--- src/usf_pkg.sv ---
// Shared constants and types of the serial status-flag block.
// Assumes one clock shared by both ends of the serial link.
package usf_pkg;

  // Bus clocks per receiver sample tick (arbitrary rate)
  localparam logic [1:0] RT_DIV_LAST = 2'h3;
  // Sample ticks within one bit time, phases 0 to 15
  localparam logic [3:0] RT_FIRST    = 4'h1;
  localparam logic [3:0] RT_STEP     = 4'h1;
  localparam logic [3:0] RT_LAST     = 4'hF;
  localparam logic [3:0] START_SMP_LO = 4'h3;
  localparam logic [3:0] SMP_LO      = 4'h7;
  localparam logic [3:0] SMP_MID     = 4'h8;
  localparam logic [3:0] SMP_HI      = 4'h9;

  // Bits per frame on the line and index of the stop bit after the start bit
  localparam logic [3:0] FRAME_BITS_SHORT = 4'hA;
  localparam logic [3:0] FRAME_BITS_LONG  = 4'hB;
  localparam logic [3:0] STOP_IDX_SHORT   = 4'h8;
  localparam logic [3:0] STOP_IDX_LONG    = 4'h9;
  // One character time of idle line, in sample ticks
  localparam logic [7:0] IDLE_RT_SHORT = 8'hA0;
  localparam logic [7:0] IDLE_RT_LONG  = 8'hB0;

  localparam logic [10:0] FRAME_IDLE  = 11'h7FF;
  localparam logic [10:0] FRAME_BREAK = 11'h000;

  // Register port map
  localparam logic [1:0] ADDR_STATUS   = 2'h0;
  localparam logic [1:0] ADDR_DATA     = 2'h1;
  localparam logic [1:0] ADDR_CTRL_TWO = 2'h2;
  localparam logic [1:0] ADDR_CTRL_ONE = 2'h3;

  // serial_status_one fields
  localparam int BIT_TX_EMPTY = 7;
  localparam int BIT_TX_DONE  = 6;
  localparam int BIT_RX_FULL  = 5;
  localparam int BIT_IDLE     = 4;
  localparam int BIT_OVERRUN  = 3;
  localparam int BIT_NOISE    = 2;
  localparam int BIT_FRAMING  = 1;
  localparam int BIT_PARITY   = 0;
  localparam logic [7:0] STATUS_RESET  = 8'hC0;
  localparam logic [7:0] RX_FLAGS_MASK = 8'h3F;
  localparam logic [7:0] TX_FLAGS_MASK = 8'hC0;
  localparam logic [7:0] TX_DONE_MASK  = 8'h40;

  // serial_control_two fields
  localparam int BIT_TX_ENABLE  = 3;
  localparam int BIT_SEND_BREAK = 0;
  // Control-one fields
  localparam int BIT_RX_NINTH   = 7;
  localparam int BIT_TX_NINTH   = 6;
  localparam int BIT_CHAR_LEN   = 4;
  localparam int BIT_IDLE_TYPE  = 2;
  localparam int BIT_PARITY_EN  = 1;
  localparam int BIT_PARITY_ODD = 0;

  typedef enum logic [1:0] {
    RX_IDLE  = 2'b00,
    RX_START = 2'b01,
    RX_BITS  = 2'b10
  } usf_rx_state_type;

  function automatic logic usf_maj3(input logic [2:0] s);
    return (s[0] & s[1]) | (s[0] & s[2]) | (s[1] & s[2]);
  endfunction

endpackage

--- src/usf_link_if.sv ---
// Serial link between the flag-keeping device and its remote partner.
// Both ends share one clock; each line idles high.
`timescale 1ns/1ps
interface usf_link_if;
  logic dev_to_rem;
  logic rem_to_dev;
  modport dev (output dev_to_rem, input rem_to_dev);
  modport rem (input dev_to_rem, output rem_to_dev);
endinterface

--- src/usf_dev.sv ---
// Device end: serial transmitter, receiver and the eight status flags.
// Assumes a synchronous register port and a remote partner at the same rate.
// Notes on behaviour
// Status register is read-only, write ignored
// Buffer-empty set at reset and data load into the shifter
// Status read then data write clears buffer-empty
// Complete set when empty and sending nothing
// Read then write, enable rise, break clears
// Receive-full set on transfer, read-read clears
// Idle set after one character of high
// Idle type picks where idle counting starts
// Status read then data read clears idle
// Idle rearms only after a new character
// Overrun set; new character and errors dropped
// Status read then data read clears overrun
// Seven start, three bit samples; disagreement noise
// Status read then data read clears noise
// Low stop bit sets framing error
// Status read then data read clears framing
// Parity mismatch sets parity error when enabled
// Status read then data read clears parity
// Length select gives nine-bit characters
// Status read latches which flags clear later
//
// Decided for this implementation: the placing of the registers and the strobed register port.
`timescale 1ns/1ps
module usf_dev
  import usf_pkg::*;
(
  input  wire logic       clk_in,
  input  wire logic       rst_b_in,
  input  wire logic [1:0] addr_in,
  input  wire logic [7:0] wdata_in,
  input  wire logic       wr_in,
  input  wire logic       rd_in,
  output logic      [7:0] rdata_out,
  usf_link_if.dev         link
);
  function automatic logic hit(input logic stb, input logic [1:0] a, input logic [1:0] t);
    return stb && (a == t);
  endfunction

  function automatic logic [10:0] build_frame(input logic [8:0] d, input logic m,
                                              input logic pe, input logic pt);
    logic [8:0] v;
    v = d;
    if (m) begin
      if (pe) v[8] = ^d[7:0] ^ pt;
      return {1'b1, v, 1'b0};
    end
    if (pe) v[7] = ^d[6:0] ^ pt;
    return {2'b11, v[7:0], 1'b0};
  endfunction

  function automatic logic in_win(input logic [3:0] p, input logic [3:0] lo);
    return (p >= lo) && (p <= SMP_HI);
  endfunction

  logic             rd_stat, rd_data, wr_data, wr_ctl2, wr_ctl1;
  logic             te_rise, sbk_wr, queue_evt;
  logic             te_q, sbk_q, m_q, ilt_q, pe_q, pt_q, t8_q;
  logic       [7:0] stat_q, arm_q, set_vec, clr_vec;
  logic       [8:0] tx_buf_q;
  logic             pre_q, tx_load, tx_load_data, tx_busy;
  logic      [10:0] tx_frame;
  logic       [1:0] div_q;
  logic             rt_tick, line;
  usf_rx_state_type rx_state_q;
  logic       [3:0] rx_rt_q, rx_idx_q, stop_idx;
  logic       [2:0] smp_q, ones_q, cur3;
  logic             rx_nz_q, rx_done_q, unread, rx_accept, rx_perr, rx_stop;
  logic       [9:0] rx_bits_q;
  logic       [7:0] rx_data_q, idle_cnt_q, idle_target;
  logic             r8_q, idle_arm_q, idle_en, idle_hit;
  logic       [7:0] rd_mux, rdata_q;

  // Register port decode; status writes decode to nothing
  assign rd_stat   = hit(rd_in, addr_in, ADDR_STATUS);
  assign rd_data   = hit(rd_in, addr_in, ADDR_DATA);
  assign wr_data   = hit(wr_in, addr_in, ADDR_DATA);
  assign wr_ctl2   = hit(wr_in, addr_in, ADDR_CTRL_TWO);
  assign wr_ctl1   = hit(wr_in, addr_in, ADDR_CTRL_ONE);
  assign te_rise   = wr_ctl2 && wdata_in[BIT_TX_ENABLE] && !te_q;
  assign sbk_wr    = wr_ctl2 && wdata_in[BIT_SEND_BREAK];
  assign queue_evt = te_rise || sbk_wr;

  always_ff @(posedge clk_in or negedge rst_b_in) begin
    if (!rst_b_in) begin
      te_q  <= 1'b0;
      sbk_q <= 1'b0;
    end else if (wr_ctl2) begin
      te_q  <= wdata_in[BIT_TX_ENABLE];
      sbk_q <= wdata_in[BIT_SEND_BREAK];
    end
  end

  always_ff @(posedge clk_in or negedge rst_b_in) begin
    if (!rst_b_in) begin
      m_q   <= 1'b0;
      ilt_q <= 1'b0;
      pe_q  <= 1'b0;
      pt_q  <= 1'b0;
      t8_q  <= 1'b0;
    end else if (wr_ctl1) begin
      m_q   <= wdata_in[BIT_CHAR_LEN];
      ilt_q <= wdata_in[BIT_IDLE_TYPE];
      pe_q  <= wdata_in[BIT_PARITY_EN];
      pt_q  <= wdata_in[BIT_PARITY_ODD];
      t8_q  <= wdata_in[BIT_TX_NINTH];
    end
  end

  // Armed flags are those seen set by the last status read
  always_ff @(posedge clk_in or negedge rst_b_in) begin
    if (!rst_b_in) begin
      arm_q <= 8'h00;
    end else if (rd_stat) begin
      arm_q <= stat_q;
    end else if (rd_data) begin
      arm_q <= arm_q & ~RX_FLAGS_MASK;
    end else if (wr_data) begin
      arm_q <= arm_q & ~TX_FLAGS_MASK;
    end else if (queue_evt) begin
      arm_q <= arm_q & ~TX_DONE_MASK;
    end
  end

  always_comb begin
    clr_vec = 8'h00;
    if (rd_data) clr_vec = arm_q & RX_FLAGS_MASK;
    if (wr_data) clr_vec = arm_q & TX_FLAGS_MASK;
    if (queue_evt) clr_vec = arm_q & TX_DONE_MASK;
  end

  always_comb begin
    set_vec               = 8'h00;
    set_vec[BIT_TX_EMPTY] = tx_load_data;
    set_vec[BIT_TX_DONE]  = stat_q[BIT_TX_EMPTY] && !tx_busy && !pre_q && !sbk_q
                            && !wr_data && !queue_evt;
    set_vec[BIT_RX_FULL]  = rx_accept;
    set_vec[BIT_IDLE]     = idle_hit;
    set_vec[BIT_OVERRUN]  = rx_done_q && unread;
    set_vec[BIT_NOISE]    = rx_accept && rx_nz_q;
    set_vec[BIT_FRAMING]  = rx_accept && !rx_stop;
    set_vec[BIT_PARITY]   = rx_accept && pe_q && rx_perr;
  end

  // A set in the same cycle as its clear wins
  always_ff @(posedge clk_in or negedge rst_b_in) begin
    if (!rst_b_in) stat_q <= STATUS_RESET;
    else stat_q <= set_vec | (stat_q & ~clr_vec);
  end

  // Transmit side; a data write without the read-status step fills the buffer only
  always_ff @(posedge clk_in or negedge rst_b_in) begin
    if (!rst_b_in) tx_buf_q <= 9'h000;
    else if (wr_data) tx_buf_q <= {t8_q, wdata_in};
  end

  always_ff @(posedge clk_in or negedge rst_b_in) begin
    if (!rst_b_in) pre_q <= 1'b0;
    else if (te_rise) pre_q <= 1'b1;
    else if (tx_load) pre_q <= 1'b0;
  end

  // Preamble first, then breaks while requested, then buffered data
  assign tx_load      = !tx_busy && te_q && (pre_q || sbk_q || !stat_q[BIT_TX_EMPTY]);
  assign tx_load_data = tx_load && !pre_q && !sbk_q;
  assign tx_frame     = pre_q ? FRAME_IDLE : sbk_q ? FRAME_BREAK
                      : build_frame(tx_buf_q, m_q, pe_q, pt_q);

  usf_tx_shift u_tx (
    .clk_in     (clk_in),
    .rst_b_in   (rst_b_in),
    .rt_tick_in (rt_tick),
    .load_in    (tx_load),
    .frame_in   (tx_frame),
    .long_in    (m_q),
    .busy_out   (tx_busy),
    .txd_out    (link.dev_to_rem)
  );

  // Sample tick, 16 per bit time
  always_ff @(posedge clk_in or negedge rst_b_in) begin
    if (!rst_b_in) div_q <= 2'h0;
    else div_q <= rt_tick ? 2'h0 : div_q + 2'h1;
  end
  assign rt_tick  = (div_q == RT_DIV_LAST);
  assign line     = link.rem_to_dev;
  assign stop_idx = m_q ? STOP_IDX_LONG : STOP_IDX_SHORT;
  assign cur3     = {smp_q[1:0], line};

  always_ff @(posedge clk_in or negedge rst_b_in) begin
    if (!rst_b_in) begin
      rx_state_q <= RX_IDLE;
      rx_rt_q    <= 4'h0;
      rx_idx_q   <= 4'h0;
      smp_q      <= 3'h0;
      ones_q     <= 3'h0;
      rx_nz_q    <= 1'b0;
      rx_bits_q  <= 10'h000;
      rx_done_q  <= 1'b0;
    end else begin
      rx_done_q <= 1'b0;
      if (rt_tick) begin
        case (rx_state_q)
          RX_IDLE: begin
            if (!line) begin
              rx_state_q <= RX_START;
              rx_rt_q    <= RT_FIRST;
              ones_q     <= 3'h0;
              rx_nz_q    <= 1'b0;
            end
          end
          RX_START: begin
            rx_rt_q <= rx_rt_q + RT_STEP;
            if (in_win(rx_rt_q, START_SMP_LO)) ones_q <= ones_q + {2'b00, line};
            if (in_win(rx_rt_q, SMP_LO)) smp_q <= cur3;
            if (rx_rt_q == SMP_HI) begin
              // Glitch rejection: a mostly high start bit is no start
              if (usf_maj3(cur3)) rx_state_q <= RX_IDLE;
              rx_nz_q <= (ones_q != 3'h0) || line;
            end
            if (rx_rt_q == RT_LAST) begin
              rx_state_q <= RX_BITS;
              rx_idx_q   <= 4'h0;
            end
          end
          RX_BITS: begin
            rx_rt_q <= rx_rt_q + RT_STEP;
            if (in_win(rx_rt_q, SMP_LO)) smp_q <= cur3;
            if (rx_rt_q == SMP_HI) begin
              rx_bits_q[rx_idx_q] <= usf_maj3(cur3);
              if (cur3 != 3'h0 && cur3 != 3'h7) rx_nz_q <= 1'b1;
              if (rx_idx_q == stop_idx) begin
                rx_done_q  <= 1'b1;
                rx_state_q <= RX_IDLE;
              end
            end
            if (rx_rt_q == RT_LAST) rx_idx_q <= rx_idx_q + 4'h1;
          end
          default: rx_state_q <= RX_IDLE;
        endcase
      end
    end
  end

  assign rx_stop   = m_q ? rx_bits_q[9] : rx_bits_q[8];
  assign rx_perr   = (m_q ? ^rx_bits_q[8:0] : ^rx_bits_q[7:0]) ^ pt_q;
  assign unread    = stat_q[BIT_RX_FULL] && !clr_vec[BIT_RX_FULL];
  assign rx_accept = rx_done_q && !unread;

  always_ff @(posedge clk_in or negedge rst_b_in) begin
    if (!rst_b_in) begin
      rx_data_q <= 8'h00;
      r8_q      <= 1'b0;
    end else if (rx_accept) begin
      rx_data_q <= rx_bits_q[7:0];
      r8_q      <= rx_bits_q[8];
    end
  end

  // Idle detection counts high sample ticks from the chosen starting point
  assign idle_en     = ilt_q ? (rx_state_q == RX_IDLE) : (rx_state_q != RX_START);
  assign idle_target = m_q ? IDLE_RT_LONG : IDLE_RT_SHORT;
  assign idle_hit    = rt_tick && line && idle_en && idle_arm_q
                       && (idle_cnt_q == idle_target - 8'h01);

  always_ff @(posedge clk_in or negedge rst_b_in) begin
    if (!rst_b_in) idle_cnt_q <= 8'h00;
    else if (rt_tick && (!line || !idle_en)) idle_cnt_q <= 8'h00;
    else if (rt_tick && idle_cnt_q != idle_target) idle_cnt_q <= idle_cnt_q + 8'h01;
  end

  always_ff @(posedge clk_in or negedge rst_b_in) begin
    if (!rst_b_in) idle_arm_q <= 1'b0;
    else if (rx_accept) idle_arm_q <= 1'b1;
    else if (idle_hit) idle_arm_q <= 1'b0;
  end

  always_comb begin
    rd_mux = 8'h00;
    case (addr_in)
      ADDR_STATUS: rd_mux = stat_q;
      ADDR_DATA:   rd_mux = rx_data_q;
      ADDR_CTRL_TWO: begin
        rd_mux[BIT_TX_ENABLE]  = te_q;
        rd_mux[BIT_SEND_BREAK] = sbk_q;
      end
      ADDR_CTRL_ONE: begin
        rd_mux[BIT_RX_NINTH]   = r8_q;
        rd_mux[BIT_TX_NINTH]   = t8_q;
        rd_mux[BIT_CHAR_LEN]   = m_q;
        rd_mux[BIT_IDLE_TYPE]  = ilt_q;
        rd_mux[BIT_PARITY_EN]  = pe_q;
        rd_mux[BIT_PARITY_ODD] = pt_q;
      end
      default: rd_mux = 8'h00;
    endcase
  end

  // Read data stands only in the cycle after the read strobe
  always_ff @(posedge clk_in or negedge rst_b_in) begin
    if (!rst_b_in) rdata_q <= 8'h00;
    else rdata_q <= rd_in ? rd_mux : 8'h00;
  end
  assign rdata_out = rdata_q;
endmodule

--- src/usf_tx_shift.sv ---
// Frame serializer: sends 10 or 11 line bits, first bit first.
// Assumes a sample tick of 16 per bit; the line idles high.
`timescale 1ns/1ps
module usf_tx_shift
  import usf_pkg::*;
(
  input  wire logic        clk_in,
  input  wire logic        rst_b_in,
  input  wire logic        rt_tick_in,
  input  wire logic        load_in,
  input  wire logic [10:0] frame_in,
  input  wire logic        long_in,
  output logic             busy_out,
  output logic             txd_out
);
  logic [10:0] sh_q;
  logic [10:0] hold_q;
  logic [3:0]  rt_q;
  logic [3:0]  left_q;
  logic        busy_q;
  logic        pend_q;

  always_ff @(posedge clk_in or negedge rst_b_in) begin
    if (!rst_b_in) begin
      sh_q   <= FRAME_IDLE;
      hold_q <= FRAME_IDLE;
      rt_q   <= 4'h0;
      left_q <= 4'h0;
      busy_q <= 1'b0;
      pend_q <= 1'b0;
    end else if (load_in && !busy_q) begin
      hold_q <= frame_in;
      left_q <= long_in ? FRAME_BITS_LONG : FRAME_BITS_SHORT;
      busy_q <= 1'b1;
      pend_q <= 1'b1;
    end else if (pend_q) begin
      // Start on a sample tick so the start bit is as long as every other bit
      if (rt_tick_in) begin
        sh_q   <= hold_q;
        rt_q   <= 4'h0;
        pend_q <= 1'b0;
      end
    end else if (busy_q && rt_tick_in) begin
      rt_q <= rt_q + RT_STEP;
      if (rt_q == RT_LAST) begin
        left_q <= left_q - 4'h1;
        // Refill with ones so a break frame cannot hold the line low
        if (left_q == 4'h1) begin
          sh_q   <= FRAME_IDLE;
          busy_q <= 1'b0;
        end else begin
          sh_q <= {1'b1, sh_q[10:1]};
        end
      end
    end
  end

  assign busy_out = busy_q;
  assign txd_out  = sh_q[0];
endmodule

--- src/flat_wrapper.sv ---
// flat-port wrapper written by rule: the top's interface ports become plain ports
module usf_dev_flat import usf_pkg::*;
  (clk_in, rst_b_in, addr_in, wdata_in, wr_in, rd_in, rdata_out, link_dev_to_rem, link_rem_to_dev);
  usf_link_if link_i ();
  input  wire logic clk_in;
  input  wire logic rst_b_in;
  input  wire logic [1:0] addr_in;
  input  wire logic [7:0] wdata_in;
  input  wire logic wr_in;
  input  wire logic rd_in;
  output logic      [7:0] rdata_out;
  output wire logic [$bits(link_i.dev_to_rem)-1:0] link_dev_to_rem;
  input wire logic [$bits(link_i.rem_to_dev)-1:0] link_rem_to_dev;
  assign link_dev_to_rem = link_i.dev_to_rem;
  assign link_i.rem_to_dev = link_rem_to_dev;
  usf_dev u_core (.clk_in(clk_in), .rst_b_in(rst_b_in), .addr_in(addr_in), .wdata_in(wdata_in), .wr_in(wr_in), .rd_in(rd_in), .rdata_out(rdata_out), .link(link_i));
endmodule
--- config.mk ---
export PLATFORM = sky130hd
export DESIGN_NAME = usf_dev_flat
export DESIGN_NICKNAME = d
export VERILOG_FILES = /design/src/usf_pkg.sv /design/src/usf_link_if.sv /design/src/usf_dev.sv /design/src/usf_tx_shift.sv /design/src/flat_wrapper.sv
export SDC_FILE = /design/constraint.sdc
export NUM_CORES = 1
export LEC_CHECK = 0
export BUFFER_PORTS_ARGS = -buffer_cell sky130_fd_sc_hd__buf_2
export CORE_ASPECT_RATIO = 0.7
export CORE_MARGIN = 1.5
export CORE_UTILIZATION = 57
export DETAILED_ROUTE_END_ITERATION = 7
export PLACE_DENSITY = 0.74
export SLEW_MARGIN = 10
export SYNTH_ARGS = -nofsm -noshare
export SYNTH_HDL_FRONTEND = slang
export SYNTH_SLANG_ARGS = --single-unit
--- constraint.sdc ---
create_clock -name clk_in -period 4.7 [get_ports clk_in]
set_clock_uncertainty 0.05 [all_clocks]
set_input_delay 0.235 -clock clk_in [delete_from_list [all_inputs] [get_ports clk_in]]
set_output_delay 0.235 -clock clk_in [all_outputs]
set_load 0.005 [all_outputs]
==> impl_metrics.ini, run 1 <==
[drt]
ant_nets = 0
drc = 0
num_vias = 4293
drt_pass1_iterations = 5
drt_iter0_drc = 459
viasPerCell = 5.889
wirelength_mm = 12.67
wl_per_cell_um = 17.38

[synthesis]
synth.most_common_cell = dfrtp_1
synthTopCellsByCount = dfrtp_1 (96), nand2_1 (73), o21ai_0 (44), mux2_2 (36), inv_1 (27)
synth_seq_cells = 120
synthTopCellsByArea = dfrtp_1 (40%), dfstp_2 (10%), mux2_2 (6.7%)
synth_top_area_share_pct = 39.68
synth_cell_type_count = 65
synthArstFlopShare_pct = 100.0
yosysTopAreaCell = dfrtp_1
synth_area_um2 = 6055
synth-edff-count = 0
synth.net_count = 597
yosysWarningCount = 0
synthCells = 563
synth_ff_type = dfrtp_1
syn_avg_cell_area_um2 = 10.75
ys_seq_area_share_pct = 50.09

[place]
gp_congestion = 0.8696
dp_hpwl_mm = 8.420
placed_cell_area_um2 = 6217
portBuffers = 23

[setup_path]
reg2reg_from = u_core.div_q[0]$_DFF_PN0_
cp.required_ps = 4910
cp_cell_sequence = ha_1 -> and3b_1 -> nand4_2 -> nor4_1 -> xnor2_1 -> nand2_1
worst_ep_arrival_time_ps = 2590
crit_type = reg2reg
crit_path_end = u_core.u_tx.left_q[3]$_DFFE_PN0P_
crit_slowest_cell = ha_1
worst-path-max-fanout = 24
end_kind = flop
startpoint_type = flop
crit_path_start = u_core.div_q[0]$_DFF_PN0_
rrSetupSlack_ps = 2320
slowest_delay_ps = 770
r2r-end = u_core.u_tx.left_q[3]$_DFFE_PN0P_
r2r_cells = 6

[flow_run]
cap_violations = 0

[sta]
slew_violations = 0
tightestPinTransition_ps = 929.7
period_minus_slack_ps = 2378
relSlewSlack_pct = 38.02
hold_viol = 0
setup_tns_ps = 0
rsz0062_at_grt = no
fin_crit_sh_pct = 50.60
fmax_mhz = 420.5
final-setup-viol-count = 0

[floorplanning]
core-area_um2 = 10360
die_y_um = 89.23
num_rows = 31
initial_core_util_pct = 58.46
die-width_um = 126.2
ioPinCount = 24
dieArea_um2 = 11260

[layout]
diodes = 0
design_area_um2 = 6830
drive_gt1_share_pct = 23.62
nets = 618
syn2layout_area_growth_pct = 12.81

[clock_network]
cts.sinks = 120
htree_levels = 4
clk_pin_slew_ps = 60
clock_latency_ps = 420
cts_tree = done
post-cts-setup-buffers = 0
cts_root_buf = clkbuf_16
clockBufferDepth = 2
numCtsBuffers = 17

[status]
outcome = finished, final reports clean

[power_and_ir_drop]
total_power_uw = 3674
power.leakage_uw = 0.003054
power.density_nw_per_um2 = 538.0
peakVddDrop_uv = 303.5

[global_route]
grt_pass1_vias = 4100
antenna_found_initial = 0
grt_max_degree = 71
grt_pass1_wl_mm = 20.98
overflow = 0
grtUsageTotal_pct = 24.46

[min_path]
min-delay-path-class = in2reg
[worst min-delay path by stage]
stage | start | to | slack [ps] | depth (start not counted)
after floorplan | rst_b_in | u_core.arm_q[0]$_DFFE_PN0P_ | -110 | 0
after global placement | rst_b_in | u_core.ones_q[1]$_DFFE_PN0P_ | 340 | 1
after detailed placement | rst_b_in | u_core.ones_q[0]$_DFFE_PN0P_ | 350 | 1
after CTS | wdata_in[5] | u_core.tx_buf_q[5]$_DFFE_PN0P_ | 10 | 2
after global routing | wdata_in[1] | u_core.tx_buf_q[1]$_DFFE_PN0P_ | 8 | 2
final | wdata_in[5] | u_core.tx_buf_q[5]$_DFFE_PN0P_ | 20 | 2
[power breakdown]
| group | switching (uW) | total [uW] | internal [uW] |
|---|---|---|---|
| combinational | 485 | 856 | 371 |
| sequential | 231 | 1550 | 1320 |
| clock | 495 | 1270 | 771 |
| total | 1210 | 3670 | 2460 |
[metrics by stage]
step / hold WS (ps) / setup WS, ps / instances / util, %
after floorplan: -110.6 / 2979 / 563 / -
after global placement: 337.6 / 2462 / 694 / 60.03
after detailed placement: 351.7 / 2356 / 694 / 60.03
after CTS: 9.709 / 2321 / 729 / 65.95
after global routing: 7.556 / 2168 / 729 / 65.95
final: 18.07 / 2322 / 729 / 65.95
[cells by family (layout without fill, tap and decap cells)]
| logic type | after synthesis | in the layout | share of synthesized area, % |
|---|---|---|---|
| adders and majority gates | 20 | 20 | 4.092 |
| muxes | 47 | 47 | 9.134 |
| xor gates and xnor gates | 26 | 26 | 4.133 |
| buffers and inverters | 52 | 86 | 3.782 |
| DFF | 120 | 120 | 50.09 |
| and+or+nand+nor | 167 | 167 | 14.38 |
| AOI/OAI and AO/OA | 131 | 131 | 14.38 |
[metal layers]
metal | GRT usage (%) | up-vias | wire, um
met4 | 8.046 | 0 | 88
li1 | - | 2032 | -
met1 | 35.88 | 2134 | 6399
met5 | 0 | - | 0
met2 | 35.41 | 118 | 5531
met3 | 6.703 | 9 | 653
[registers in the layout, summed over array words and instances, names as in the netlist, 8 cells and up]
signal and count:
u_core.rdata_out 8, u_core.tx_buf_q 9, u_core.u_tx.sh_q 11, u_core.arm_q 8
u_core.u_tx.hold_q 11, u_core.rx_data_q 8, u_core.rx_bits_q 10, u_core.idle_cnt_q 8
u_core.stat_q 8
[layout by cell type (no fill, tap or decap), types with 6 or more instances in the layout]
master,netlist,routed
o21ai_0,44,44
ha_1,19,19
nand2b_1,13,13
nand3_1,12,12
nand4_1,6,6
o21ai_1,10,10
a21oi_1,20,20
dfstp_2,24,24
nand2_1,73,73
xnor2_1,19,19
o22ai_1,13,13
nor2b_1,9,9
clkbuf_16,0,19
dfrtp_1,96,96
a22oi_1,6,6
nor2_1,19,19
buf_2,9,22
mux2_2,36,36
a22o_1,9,9
inv_1,27,27
[final cells by class]
type                    count  area [um2]
fillers                   769        3526
repair buffers             27       155.1
well taps                 132       165.2
clock inverters            11       80.08
inverters                  27       101.3
clock buffers              21       503.0
flip-flops and latches    120        3033
multi-input cells         391        2793
[worst max-delay path: cells and delay by family, from the launching register on]
family                   cells  cell delay (ps)
flip-flops                   1              350
AND/OR/NAND/NOR              4              900
XOR/XNOR                     1              160
adder cells (fa/ha/maj)      1              770
[repair_timing]
item                                   4_1_cts  5_1_grt
gates resized for setup                      0        0
endpoints found under the hold margin       48        0
setup endpoints to repair                    0        0
hold buffers                                 3        0
Power figures use the tool's default switching activity.
==> run 2: changes to the inputs <==
==> constraint.sdc (replaced) <==
create_clock -name clk_in -period 2.33 [get_ports clk_in]
set_clock_uncertainty 0.05 [all_clocks]
set_input_delay 0.1165 -clock clk_in [delete_from_list [all_inputs] [get_ports clk_in]]
set_output_delay 0.1165 -clock clk_in [all_outputs]
set_load 0.005 [all_outputs]
==> run 2 against run 1 <==
Compared with the run above:
- global-route usage is essentially flat
- design area grew 3.0%
- final cell count grew 2.2%
- clock power grew 120%
- non-clock buffer count grew 17
- combinational power grew 110%
- sequential power grew 100%
- routed wire length grew 2.6%
- critical path type unchanged
==> impl_metrics.ini, run 2 (synthesis gave the netlist of run 1 again) <==
[status]
outcome = finished, final reports clean

[sta]
rsz0062_at_grt = no
setup_tns_ps = 0
slew_violations = 0
whs_ps = 36.27
final-setup-viol-count = 0
hold_viol = 0
tightestPinTransition_ps = 657.1
relSlewSlack_pct = 56.19
period_minus_slack_ps = 2104
fmax_mhz = 475.4
fin_crit_sh_pct = 90.29

[setup_path]
worst_ep_arrival_time_ps = 2320
path_buf_inv = 0
slowest_delay_ps = 480
startpoint_type = flop
cp_cell_sequence = ha_1 -> and3b_1 -> nand4_2 -> nor4_1 -> xnor2_1 -> nand2_1
crit_type = reg2reg
worst-path-max-fanout = 13
cp.required_ps = 2550
crit_slowest_cell = ha_1
path_delay_family = simple AND/OR/NAND/NOR gates
end_kind = flop

[layout]
nets = 635
drive_gt1_share_pct = 24.14
top_regs = u_core.u_tx.hold_q: 11 flops, u_core.u_tx.sh_q: 11 flops, u_core.rx_bits_q: 10 flops
diodes = 0
fin_util_pct = 67.94
multi_input_area_um2 = 2793
syn2layout_area_growth_pct = 16.20
final_common_cell = dfrtp_1
register_area_um2 = 3033
nFillCells = 730
final_cell_mix = dfrtp_1 (96), nand2_1 (73), o21ai_0 (44), mux2_2 (36), inv_1 (27)

[global_route]
grt_pass1_wl_mm = 20.72
grtUsageTotal_pct = 24.46
antenna_found_initial = 0
grt_max_degree = 51
grt_pass1_vias = 4036
overflow = 0

[clock_network]
clockBufferDepth = 2
cts_tree = done
post-cts-setup-buffers = 0
ctsResizeCount = 0
numCtsBuffers = 17
htree_levels = 4
cts.sinks = 120
clock_latency_ps = 410
cts_root_buf = clkbuf_16
hold_buffers = 10
clk_pin_slew_ps = 50

[drt]
drt_iter0_drc = 356
wl_per_cell_um = 17.45
viasPerCell = 5.804
wirelength_mm = 13.00
drc = 0
drt_pass1_iterations = 5
ant_nets = 0
num_vias = 4324

[floorplanning]
initial_core_util_pct = 58.46
num_rows = 31
die-width_um = 126.2
dieArea_um2 = 11260
core-area_um2 = 10360
die_y_um = 89.23
ioPinCount = 24

[power_and_ir_drop]
peakVddDrop_uv = 544.7
total_power_uw = 7667
power.density_nw_per_um2 = 1090
power.leakage_uw = 0.003149

[flow_run]
cap_violations = 0

[place]
portBuffers = 23
dp_hpwl_mm = 8.704
gp_congestion = 0.8466

[min_path]
min-delay-path-class = in2reg
[run 2: cell types whose count changed in the layout (fill, tap and decap cells not counted)]
cell | previous run | this run
clkinv_4 | 2 | 0
inv_4 | 2 | 0
clkinvlp_4 | 0 | 1
bufinv_16 | 0 | 4
dlygate4sd3_1 | 3 | 10
clkbuf_1 | 0 | 2
buf_4 | 2 | 11
buf_12 | 0 | 1
clkbuf_8 | 2 | 4
inv_6 | 4 | 0
clkbuf_16 | 19 | 17
[run 2: layout make-up]
cell class,count,share of cell area (%)
clock inverter,8,2.027
clock buffer,23,6.936
multi-input combinational,391,39.69
timing repair buffer,44,4.446
sequential,120,43.11
tap,132,2.347
inverter,27,1.441
[run 2: power breakdown]
group / switching [uW] / internal, uW
registers: 444 / 2670
clock network: 887 / 1890
logic: 996 / 784
total: 2330 / 5340
[run 2: layer usage]
metal | track usage [%] | part of all wire [%]
met5 | 0 | 0
met4 | 8.255 | 1.2
met3 | 5.925 | 5.0
met1 | 35.52 | 48
met2 | 36.46 | 46
[run 2: worst min-delay path: stages]
cell     delay [ps]
buf_2           160
nand3_1          90
o21ai_0          70
[run 2: stage by stage]
stage / worst slack, ps / instances / area [um2]
floorplan: 608.9 / 563 / 6055
global placement: 359.5 / 704 / 6305
detailed placement: 255.9 / 704 / 6305
CTS: 218.9 / 745 / 7036
global route: 39.88 / 745 / 7036
finish: 226.3 / 745 / 7036
[run 2: path summary, 6_finish.rpt]
check | slack (ps) | depth (start not counted) | from | end
setup / recovery | 230 | 6 | u_core.div_q[0]$_DFF_PN0_ | u_core.u_tx.left_q[3]$_DFFE_PN0P_
hold / removal | 40 | 3 | link_rem_to_dev | u_core.idle_cnt_q[1]$_DFFE_PN0P_
setup reg to reg | 230 | 6 | u_core.div_q[0]$_DFF_PN0_ | u_core.u_tx.left_q[3]$_DFFE_PN0P_
hold reg to reg | 380 | 1 | u_core.div_q[0]$_DFF_PN0_ | u_core.div_q[0]$_DFF_PN0_
max in group asynchronous | 1220 | 3 | rst_b_in | u_core.u_tx.sh_q[9]$_DFFE_PN1P_
min in group asynchronous | 220 | 2 | rst_b_in | u_core.idle_cnt_q[1]$_DFFE_PN0P_
